`src/rtl/epi_pkg.sv`:
```
package epi_pkg;
  // ************************************************************
  // register map
  // ************************************************************
  localparam logic [7:0] EPI_OFF_MASK0 = 8'h09;
  localparam logic [7:0] EPI_OFF_MASK1 = 8'h0A;
  localparam logic [7:0] EPI_OFF_FLAG = 8'h0B;
  localparam logic [7:0] EPI_OFF_GMASK = 8'h0C;
  localparam logic [7:0] EPI_OFF_MASK2 = 8'h1A;
  localparam logic [7:0] EPI_OFF_MCU_CONTROL_REG = 8'h35;
  localparam logic [7:0] EPI_RST_VAL = 8'h00;

  // ************************************************************
  // field positions
  // ************************************************************
  localparam int EPI_BIT_EXT = 0;
  localparam int EPI_BIT_G0 = 4;
  localparam int EPI_BIT_G1 = 5;
  localparam int EPI_BIT_G2 = 6;
  localparam int EPI_BIT_SC0 = 6;
  localparam int EPI_BIT_SC1 = 7;
  localparam logic [7:0] EPI_FLAG_USED = 8'h71;
  localparam logic [7:0] EPI_GMASK_USED = 8'h71;
  localparam logic [7:0] EPI_MASK1_USED = 8'h0F;
  localparam logic [7:0] EPI_MASK2_USED = 8'h3F;
  localparam logic [7:0] EPI_MCU_CONTROL_REG_USED = 8'hC0;
  localparam int EPI_NPINS = 18;
  localparam int EPI_G1_LO = 8;
  localparam int EPI_G2_LO = 12;

  // ************************************************************
  // types
  // ************************************************************
  typedef enum logic [1:0] {
    EPI_SENSE_LOW,
    EPI_SENSE_ANY,
    EPI_SENSE_FALL,
    EPI_SENSE_RISE
  } epi_sense_t;

  typedef struct packed {
    logic [7:0] addr;
    logic [7:0] wdata;
    logic wr;
    logic rd;
  } epi_bus_req_t;

  typedef struct packed {
    logic ext;
    logic g0;
    logic g1;
    logic g2;
  } epi_vec_t;
endpackage

```
`src/rtl/epi_flags.sv`:
```
// The implementer's own choice: the address-and-strobe port.
`timescale 1ns/10ps
// Summary of operation
// - ext irq needs its enable and global enable
// - sense bits pick level, change or edge
// - pin activity triggers even when driven
// - flag register at 0x0B, reserved zero
// - group 2 change sets flag bit 6
// - group 1 change sets flag bit 5
// - group 0 change sets flag bit 4
// - flag, enable and global request vector
// - acknowledge clears matching flag
// - writing one clears a flag
// - ext edge or change sets bit 0
// - ext flag stays zero in level mode
// - group 2 mask at 0x1A, bits 5:0
// - group 1 mask at 0x0A, bits 3:0
// - group 0 mask at 0x09, bits 7:0
// - pin needs mask and group enable
// - sense code 00 low,01 any,10 fall,11 rise
// - group enables at 0x0C bits 6:4
// - ext pin sampled before edge detect
// - low level keeps request while pin low
module epi_flags (
  input wire logic clk_sys,
  input wire logic rst,
  input wire epi_pkg::epi_bus_req_t bus_req,
  output logic [7:0] rdata,
  input wire logic ext_irq0,
  input wire logic [epi_pkg::EPI_NPINS-1:0] pin_in,
  input wire logic global_irq_enable,
  input wire epi_pkg::epi_vec_t irq_ack,
  output epi_pkg::epi_vec_t irq_req
);
  import epi_pkg::*;

  // ************************************************************
  // state
  // ************************************************************
  typedef struct packed {
    logic [7:0] mask0;
    logic [7:0] mask1;
    logic [7:0] mask2;
    logic [7:0] gmask;
    logic [7:0] mcu_control_reg;
    logic [7:0] flag;
    logic ext_s;
    logic ext_p;
    logic [EPI_NPINS-1:0] pin_s;
    logic [EPI_NPINS-1:0] pin_p;
    logic [7:0] rdata;
    epi_vec_t req;
  } epi_state_t;

  epi_state_t s_q;
  epi_state_t s_d;

  function automatic logic hit(input epi_bus_req_t b, input logic [7:0] off);
    hit = b.wr && (b.addr == off);
  endfunction

  logic [EPI_NPINS-1:0] chg;
  logic [EPI_NPINS-1:0] en;
  logic ext_evt;
  logic ext_low;
  epi_sense_t sense;

  always_comb begin
    s_d = s_q;
    // pins are plain inputs, so a driven pin still toggles these
    s_d.ext_s = ext_irq0;
    s_d.ext_p = s_q.ext_s;
    s_d.pin_s = pin_in;
    s_d.pin_p = s_q.pin_s;
    chg = s_q.pin_s ^ s_q.pin_p;
    en = {s_q.mask2[5:0], s_q.mask1[3:0], s_q.mask0};
    en[EPI_G1_LO-1:0] &= {EPI_G1_LO{s_q.gmask[EPI_BIT_G0]}};
    en[EPI_G2_LO-1:EPI_G1_LO] &= {(EPI_G2_LO-EPI_G1_LO){s_q.gmask[EPI_BIT_G1]}};
    en[EPI_NPINS-1:EPI_G2_LO] &= {(EPI_NPINS-EPI_G2_LO){s_q.gmask[EPI_BIT_G2]}};
    sense = epi_sense_t'(s_q.mcu_control_reg[EPI_BIT_SC1:EPI_BIT_SC0]);
    ext_low = 1'b0;
    ext_evt = 1'b0;
    unique case (sense)
      EPI_SENSE_LOW: ext_low = !s_q.ext_s;
      EPI_SENSE_ANY: ext_evt = s_q.ext_s ^ s_q.ext_p;
      EPI_SENSE_FALL: ext_evt = s_q.ext_p && !s_q.ext_s;
      EPI_SENSE_RISE: ext_evt = s_q.ext_s && !s_q.ext_p;
    endcase

    // ************************************************************
    // register writes
    // ************************************************************
    if (hit(bus_req, EPI_OFF_MASK0)) s_d.mask0 = bus_req.wdata;
    if (hit(bus_req, EPI_OFF_MASK1)) s_d.mask1 = bus_req.wdata & EPI_MASK1_USED;
    if (hit(bus_req, EPI_OFF_MASK2)) s_d.mask2 = bus_req.wdata & EPI_MASK2_USED;
    if (hit(bus_req, EPI_OFF_GMASK)) s_d.gmask = bus_req.wdata & EPI_GMASK_USED;
    if (hit(bus_req, EPI_OFF_MCU_CONTROL_REG)) s_d.mcu_control_reg = bus_req.wdata & EPI_MCU_CONTROL_REG_USED;
    // clear by one, zeros leave flags alone
    if (hit(bus_req, EPI_OFF_FLAG)) s_d.flag = s_q.flag & ~(bus_req.wdata & EPI_FLAG_USED);
    // acknowledge clears its own flag
    if (irq_ack.ext) s_d.flag[EPI_BIT_EXT] = 1'b0;
    if (irq_ack.g0) s_d.flag[EPI_BIT_G0] = 1'b0;
    if (irq_ack.g1) s_d.flag[EPI_BIT_G1] = 1'b0;
    if (irq_ack.g2) s_d.flag[EPI_BIT_G2] = 1'b0;
    // sets follow the write-one and ack clears so a same-cycle event wins over both
    if (ext_evt) s_d.flag[EPI_BIT_EXT] = 1'b1;
    if (|(chg[EPI_G1_LO-1:0] & en[EPI_G1_LO-1:0])) s_d.flag[EPI_BIT_G0] = 1'b1;
    if (|(chg[EPI_G2_LO-1:EPI_G1_LO] & en[EPI_G2_LO-1:EPI_G1_LO]))
      s_d.flag[EPI_BIT_G1] = 1'b1;
    if (|(chg[EPI_NPINS-1:EPI_G2_LO] & en[EPI_NPINS-1:EPI_G2_LO]))
      s_d.flag[EPI_BIT_G2] = 1'b1;
    // level mode never latches the flag
    if (epi_sense_t'(s_d.mcu_control_reg[EPI_BIT_SC1:EPI_BIT_SC0]) == EPI_SENSE_LOW)
      s_d.flag[EPI_BIT_EXT] = 1'b0;

    // ************************************************************
    // vector requests
    // ************************************************************
    // level request follows the pin, not the flag
    s_d.req.ext = global_irq_enable && s_d.gmask[EPI_BIT_EXT]
                  && (s_d.flag[EPI_BIT_EXT] || ext_low);
    s_d.req.g0 = global_irq_enable && s_d.gmask[EPI_BIT_G0] && s_d.flag[EPI_BIT_G0];
    s_d.req.g1 = global_irq_enable && s_d.gmask[EPI_BIT_G1] && s_d.flag[EPI_BIT_G1];
    s_d.req.g2 = global_irq_enable && s_d.gmask[EPI_BIT_G2] && s_d.flag[EPI_BIT_G2];

    // ************************************************************
    // reads
    // ************************************************************
    s_d.rdata = EPI_RST_VAL;
    if (bus_req.rd) begin
      unique case (bus_req.addr)
        EPI_OFF_MASK0: s_d.rdata = s_q.mask0;
        EPI_OFF_MASK1: s_d.rdata = s_q.mask1;
        EPI_OFF_MASK2: s_d.rdata = s_q.mask2;
        EPI_OFF_GMASK: s_d.rdata = s_q.gmask;
        EPI_OFF_MCU_CONTROL_REG: s_d.rdata = s_q.mcu_control_reg;
        EPI_OFF_FLAG: s_d.rdata = s_q.flag & EPI_FLAG_USED;
        default: s_d.rdata = EPI_RST_VAL;
      endcase
    end
  end

  always_ff @(posedge clk_sys) begin
    if (rst) begin
      s_q <= '0;
    end else begin
      s_q <= s_d;
    end
  end

  assign rdata = s_q.rdata;
  assign irq_req = s_q.req;
endmodule

```
`config.mk`:
```
export PLATFORM = sky130hd
export DESIGN_NAME = epi_flags
export DESIGN_NICKNAME = d
export VERILOG_FILES = /design/src/rtl/epi_pkg.sv /design/src/rtl/epi_flags.sv
export SDC_FILE = /design/constraint.sdc
export NUM_CORES = 1
export LEC_CHECK = 0
export ABC_AREA = 1
export BUFFER_PORTS_ARGS = -buffer_cell sky130_fd_sc_hd__buf_2
export CAP_MARGIN = 10
export CORE_ASPECT_RATIO = 1.75
export CORE_MARGIN = 4
export CORE_UTILIZATION = 50
export CTS_CLUSTER_DIAMETER = 100
export DETAILED_ROUTE_END_ITERATION = 7
export PLACE_DENSITY = 0.78
export SLEW_MARGIN = 30
export SYNTH_ARGS = -nofsm -noshare
export SYNTH_HDL_FRONTEND = slang
export SYNTH_SLANG_ARGS = --single-unit
```
`constraint.sdc`:
```
create_clock -name clk_sys -period 1.5 [get_ports clk_sys]
set_input_delay 0.15 -clock clk_sys [delete_from_list [all_inputs] [get_ports clk_sys]]
set_output_delay 0.15 -clock clk_sys [all_outputs]
set_load 0.005 [all_outputs]
```
### Word level (Yosys, flattened, before mapping)

Index checks and enable logic that the tools add are counted.
W data, S select, Z words.

* bits in registers: 82
* bits of input ports: 44

* bitwise operators: 11
* mux-type cells: 15
* reduce and logical (&&, ||, !) cells: 25
* equal/unequal tests: 9

Operators with widths (number)
* $pmux W8 S6: 1
* $eq A8 B4 Y1 const B: 4
* $and A8 B8 Y8: 3
* $xor A18 B18 Y18: 1
* $logic_and A1 B1 Y1: 16
* $mux W7: 2
* $and A6 B6 Y6: 2
* $mux W1: 10
* $and A4 B4 Y4: 2
* $eq A8 B5 Y1 const B: 1
* $eq A8 B6 Y1 const B: 1
* $mux W8: 1
* $not A7 Y8: 1
* $reduce_or A8 Y1: 1
* $reduce_or A6 Y1: 1
* $eq A2 B2 Y1 const B: 2
* $logic_not A2 Y1: 2
* $reduce_or A4 Y1: 1
* $pmux W1 S3: 1
* $eq A2 B1 Y1 const B: 1
* $logic_not A1 Y1: 2
* $reduce_or A2 Y1: 1
* $logic_or A1 B1 Y1: 1
* $not A1 Y1: 1
* $xor A1 B1 Y1: 1

### Depth between registers and ports, before layout

* depth in word-level cells: 8
* mapped depth: 10
* depth with buffers taken out: 10

### Worst setup path before layout

OpenSTA, ideal clock, no wires.

* path type: input to register
* start point: in bus_req[16] (netlist name)
* end point: reg s_q[56] (netlist name)
* stages: 10
* arrival time: 0.999 ns
* required time: 1.372 ns
* path slack: 0.373 ns
* buffers on the path: 0
* cells stage by stage: inv_1 nand2_4 nor2_4 nand2_2 nor2_2 nand2_1 nand2_1 inv_1 nor2_2 nor2_1

* longest elaborated chain between the ends: 5

Ends and longest elaborated chain
* from (decl): line epi_flags.sv:27 `input wire epi_pkg::epi_bus_req_t bus_req,`
* $eq A8 B4 Y1: line epi_flags.sv:59 `hit = b.wr && (b.addr == off);`
* $logic_and A1 B1 Y1: line epi_flags.sv:59
* $mux W7: line epi_flags.sv:99 `if (hit(bus_req, EPI_OFF_FLAG)) s_d.flag = s_q.flag & ~(bus_req.wdata & EPI_FLAG_USED);`
* $mux W1: line epi_flags.sv:104 `if (irq_ack.g2) s_d.flag[EPI_BIT_G2] = 1'b0;`
* $mux W1: line epi_flags.sv:110 `if (|(chg[EPI_NPINS-1:EPI_G2_LO] & en[EPI_NPINS-1:EPI_G2_LO]))`
* to (signal assigned): line epi_flags.sv:145 `s_q <= '0;`
* to (signal assigned): line epi_flags.sv:147 `s_q <= s_d;`
* to (decl): line epi_flags.sv:55 `epi_state_t s_q;`

No other way between the ends.
A chain may end at the register's enable or synchronous reset.

### Final worst setup path

* start point: reg s_q[48] (netlist name)
* end point: reg s_q (netlist bit irq_req[3])

* longest elaborated chain between the ends: 7

Ends and longest elaborated chain
* $logic_not A1 Y1: line epi_flags.sv:87 `EPI_SENSE_RISE: ext_evt = s_q.ext_s && !s_q.ext_p;`
* $logic_and A1 B1 Y1: line epi_flags.sv:87
* $pmux W1 S3 (*): line epi_flags.sv:83 `unique case (sense)`
* $mux W1 (*): line epi_flags.sv:106 `if (ext_evt) s_d.flag[EPI_BIT_EXT] = 1'b1;`
* $mux W1 (*): line epi_flags.sv:113 `if (epi_sense_t'(s_d.mcu_control_reg[EPI_BIT_SC1:EPI_BIT_SC0]) == EPI_SENSE_LOW)`
* $logic_or A1 B1 Y1 (*): line epi_flags.sv:121 `&& (s_d.flag[EPI_BIT_EXT] || ext_low);`
* $logic_and A1 B1 Y1 (*): line epi_flags.sv:121

Mark *: on every way between the ends. The rest lies on a longest branch, timed or not.

==> impl_metrics.tcl <==
set metrics [dict create \
    status "finished, final reports clean" \
    critPathKind "reg -> reg" \
    core_area_mm2 0.00664 \
    tightest_slew_ps 327 \
    cts_resized 0 \
    combPwrFrac_pct 5.8 \
    cts_buffer_depth 2 \
    hpwl_mm 5.90 \
    grt_max_degree 26 \
    cts_hold_buf 0 \
    final_net_count 554 \
    netSwitchingFraction_pct 21.4 \
    area_delta_synth_final_pct 16.5 \
    synth-seq-area-share_pct 45.4 \
    drv_cap 0 \
    die_area_mm2 0.00833 \
    irDropWorstVdd_v 0.000804 \
    synthesis.nets 506 \
    synthCells 460 \
    placementRows 39 \
    p_int_mw 3.60 \
    path_delay_family "flip-flops" \
    grt_usage_pct 19.3 \
    hold_violations 0 \
    path_max_fanout 2 \
    dp.cells 579 \
    clkTransAtPathRegs_ps 60 \
    start_util_pct 51.9 \
    stdcell_count 595 \
    antenna_found_initial 0 \
    cp_num_buf_inv 1 \
    cpPeakStageDelay_ps 350 \
    yosys_warnings 0 \
    arrival_ps 1480 \
    clk_latency_ps 330 \
    wirelength_mm 7.51 \
    path_cells "inv_1, ha_1, o21ai_0, nand2_1, nand2_1, nand2_1, a21oi_2" \
    antenna_cells 0 \
    port_buffers 55 \
    slew_headroom_pct 78.0 \
    start_kind "register" \
    syn_area_mm2 0.00344 \
    grt_pass1_wl_mm 12.4 \
    ant_nets 0 \
    cts_num_sinks 78 \
    crit_required_ps 1770 \
    grt_pass1_vias 2773 \
    cts-root-buf "clkbuf_16" \
    fillCellCount 643 \
    route.vias.total 2887 \
    cts_tree "done" \
    firstDrtPassIters 4 \
    min-delay-path-class "in -> reg" \
    wl_per_cell_um 12.6 \
    drtIter0Drc 134 \
    via_per_inst 4.85 \
    drive_gt1_share_pct 20.5 \
    min_period_ps 1210 \
    crit_slowest_cell "dfxtp_1" \
    pwr-share-seq_pct 46.9 \
    num_io_pins 56 \
    p_sw_mw 0.981 \
    synth.distinct_cells 32 \
    setup_tns_ps 0 \
    timing.fmax_ghz 0.825 \
    cts_buffers 9 \
    clkPwrFrac_pct 47.2 \
    cts.htree.levels 3 \
    avgSynthCellArea_um2 7.48 \
    rsz0062_at_grt "no" \
    final.period_utilization_pct 80.8 \
    finClkSkew_ps 4.74 \
    die_h_um 118 \
    p_leak_nw 1.97 \
    place_congestion 0.956 \
    cellPowerDensity_mw_per_mm2 1140 \
    endpoint_kind "register" \
    slew_viol_final 0 \
    postCtsSetupBuffers 0 \
    grt_overflow 0 \
    route.detailed.drc 0 \
    crit_top_cell "nand2_1" \
    fp.dieW_um 70.7 \
    synth_seq_cells 78 \
    final-setup-viol-count 0 \
]
[registers in the layout, indices dropped and copies added, names as in the netlist]
register / flops
irq_req: 4
rdata: 8
s_d: 19
s_q: 47
[worst reg2reg max path: stages (launching register included)]
cell and delay, ps:
dfxtp_1 350, inv_1 50, ha_1 270, o21ai_0 150
nand2_1 80, nand2_1 60, nand2_1 70, a21oi_2 110
[worst paths after layout]
path | from | end | slack, ps | depth (start not counted)
max | s_q[48] | irq_req[3] | 290 | 7
min reg2reg | s_d[21] | s_q[21] | 430 | 2
min | pin_in[9] | s_d[21] | 10 | 3
max reg2reg | s_q[48] | irq_req[3] | 290 | 7
[synth_stat cells]
cell       n  area (µm²)
nor3_4     1        16.3
buf_2      2        10.0
ha_1       2        25.0
o21ai_0   14        70.1
nand2_1   56         210
buf_4     13        97.6
dfxtp_1   78        1560
clkinv_4   1        8.76
clkbuf_1   6        22.5
nand3_1   34         170
nor3_2     1        10.0
nand2_2    7        43.8
inv_2      1        3.75
inv_1     86         323
a21oi_2    1        8.76
nand4_1   10        62.6
nor2_4     4        45.0
o211ai_1   2        15.0
nand2_4    3        33.8
a21oi_1   21         105
nand3_2    3        30.0
nor2_1    75         282
nor2_2     3        18.8
nor3_1     3        15.0
or2_2      2        12.5
buf_6      2        22.5
xor2_1    16         140
o21ai_1    4        20.0
buf_1      1        3.75
o21ai_2    2        17.5
o22ai_1    5        31.3
nor4_1     1        6.26
[cells in the final DEF (no fill, tap or decap), types with 2 or more instances in the layout]
master,synthesis,routed
clkbuf_16,0,9
clkinv_2,0,3
nand4_1,10,10
nand2_2,7,7
o22ai_1,5,5
nor2_2,3,3
nand2_1,56,56
nand2_4,3,3
buf_4,13,6
nand3_1,34,34
nor3_1,3,3
dfxtp_1,78,78
o21ai_2,2,2
a21oi_1,21,21
xor2_1,16,16
buf_2,2,55
inv_1,86,86
nor2_4,4,4
o21ai_1,4,4
clkbuf_8,0,2
nand3_2,3,3
o211ai_1,2,2
nor2_1,75,75
ha_1,2,2
or2_2,2,2
o21ai_0,14,14
[final cells by class]
cell class                 instances  area [µm²]  share of cell area, %
multi-input combinational        270        1390                   34.6
inverter                          88         335                   8.36
timing repair buffer              61         320                   7.99
clock buffer                      12         256                   6.40
sequential                        78        1560                   38.9
clock inverter                     4        45.0                   1.12
tap                               82         103                   2.56
[power by group through the flow]
stage	Combinational (mW)	Sequential (mW)	Clock (mW)
3_5_place_dp	0.267	2.19	0
3_3_place_gp	0.260	2.19	0
6_report	0.267	2.15	2.16
2_1_floorplan	0.160	2.19	0
4_1_cts	0.269	2.15	2.20
5_1_grt	0.301	2.15	2.29
[kinds of logic after synthesis]
kind of cell	after synthesis	share of synthesized area, %
DFF	78	45.4
adders and majority gates	2	0.727
xor gates and xnor gates	16	4.07
and+or+nand+nor	203	27.8
buffers and inverters	112	14.3
AOI/OAI and AO/OA	49	7.78
[through the flow]
stage / total power [mW] / setup WS (ps) / cell area, µm² / util [%] / hold slack (ps)
finish: 4.58 / 288 / 4010 / 60.4 / 13.7
global route: 4.74 / 172 / 4010 / 60.4 / 19.0
CTS: 4.62 / 286 / 4010 / 60.4 / 7.13
detailed placement: 2.46 / 75.3 / 3710 / 55.9 / 357
global placement: 2.45 / 85.4 / 3710 / 55.9 / 348
floorplan: 2.35 / 373 / 3440 / - / 257
[layer usage]
metal  routed length [µm]  GRT usage, %  up-vias
li1                     -             -     1500
met2                 3850          33.4       74
met4                  276          10.5        0
met5                    0             0        -
met3                  437          6.07       22
met1                 2940          20.1     1291
Note: power is estimated with default switching activity, not from simulation.
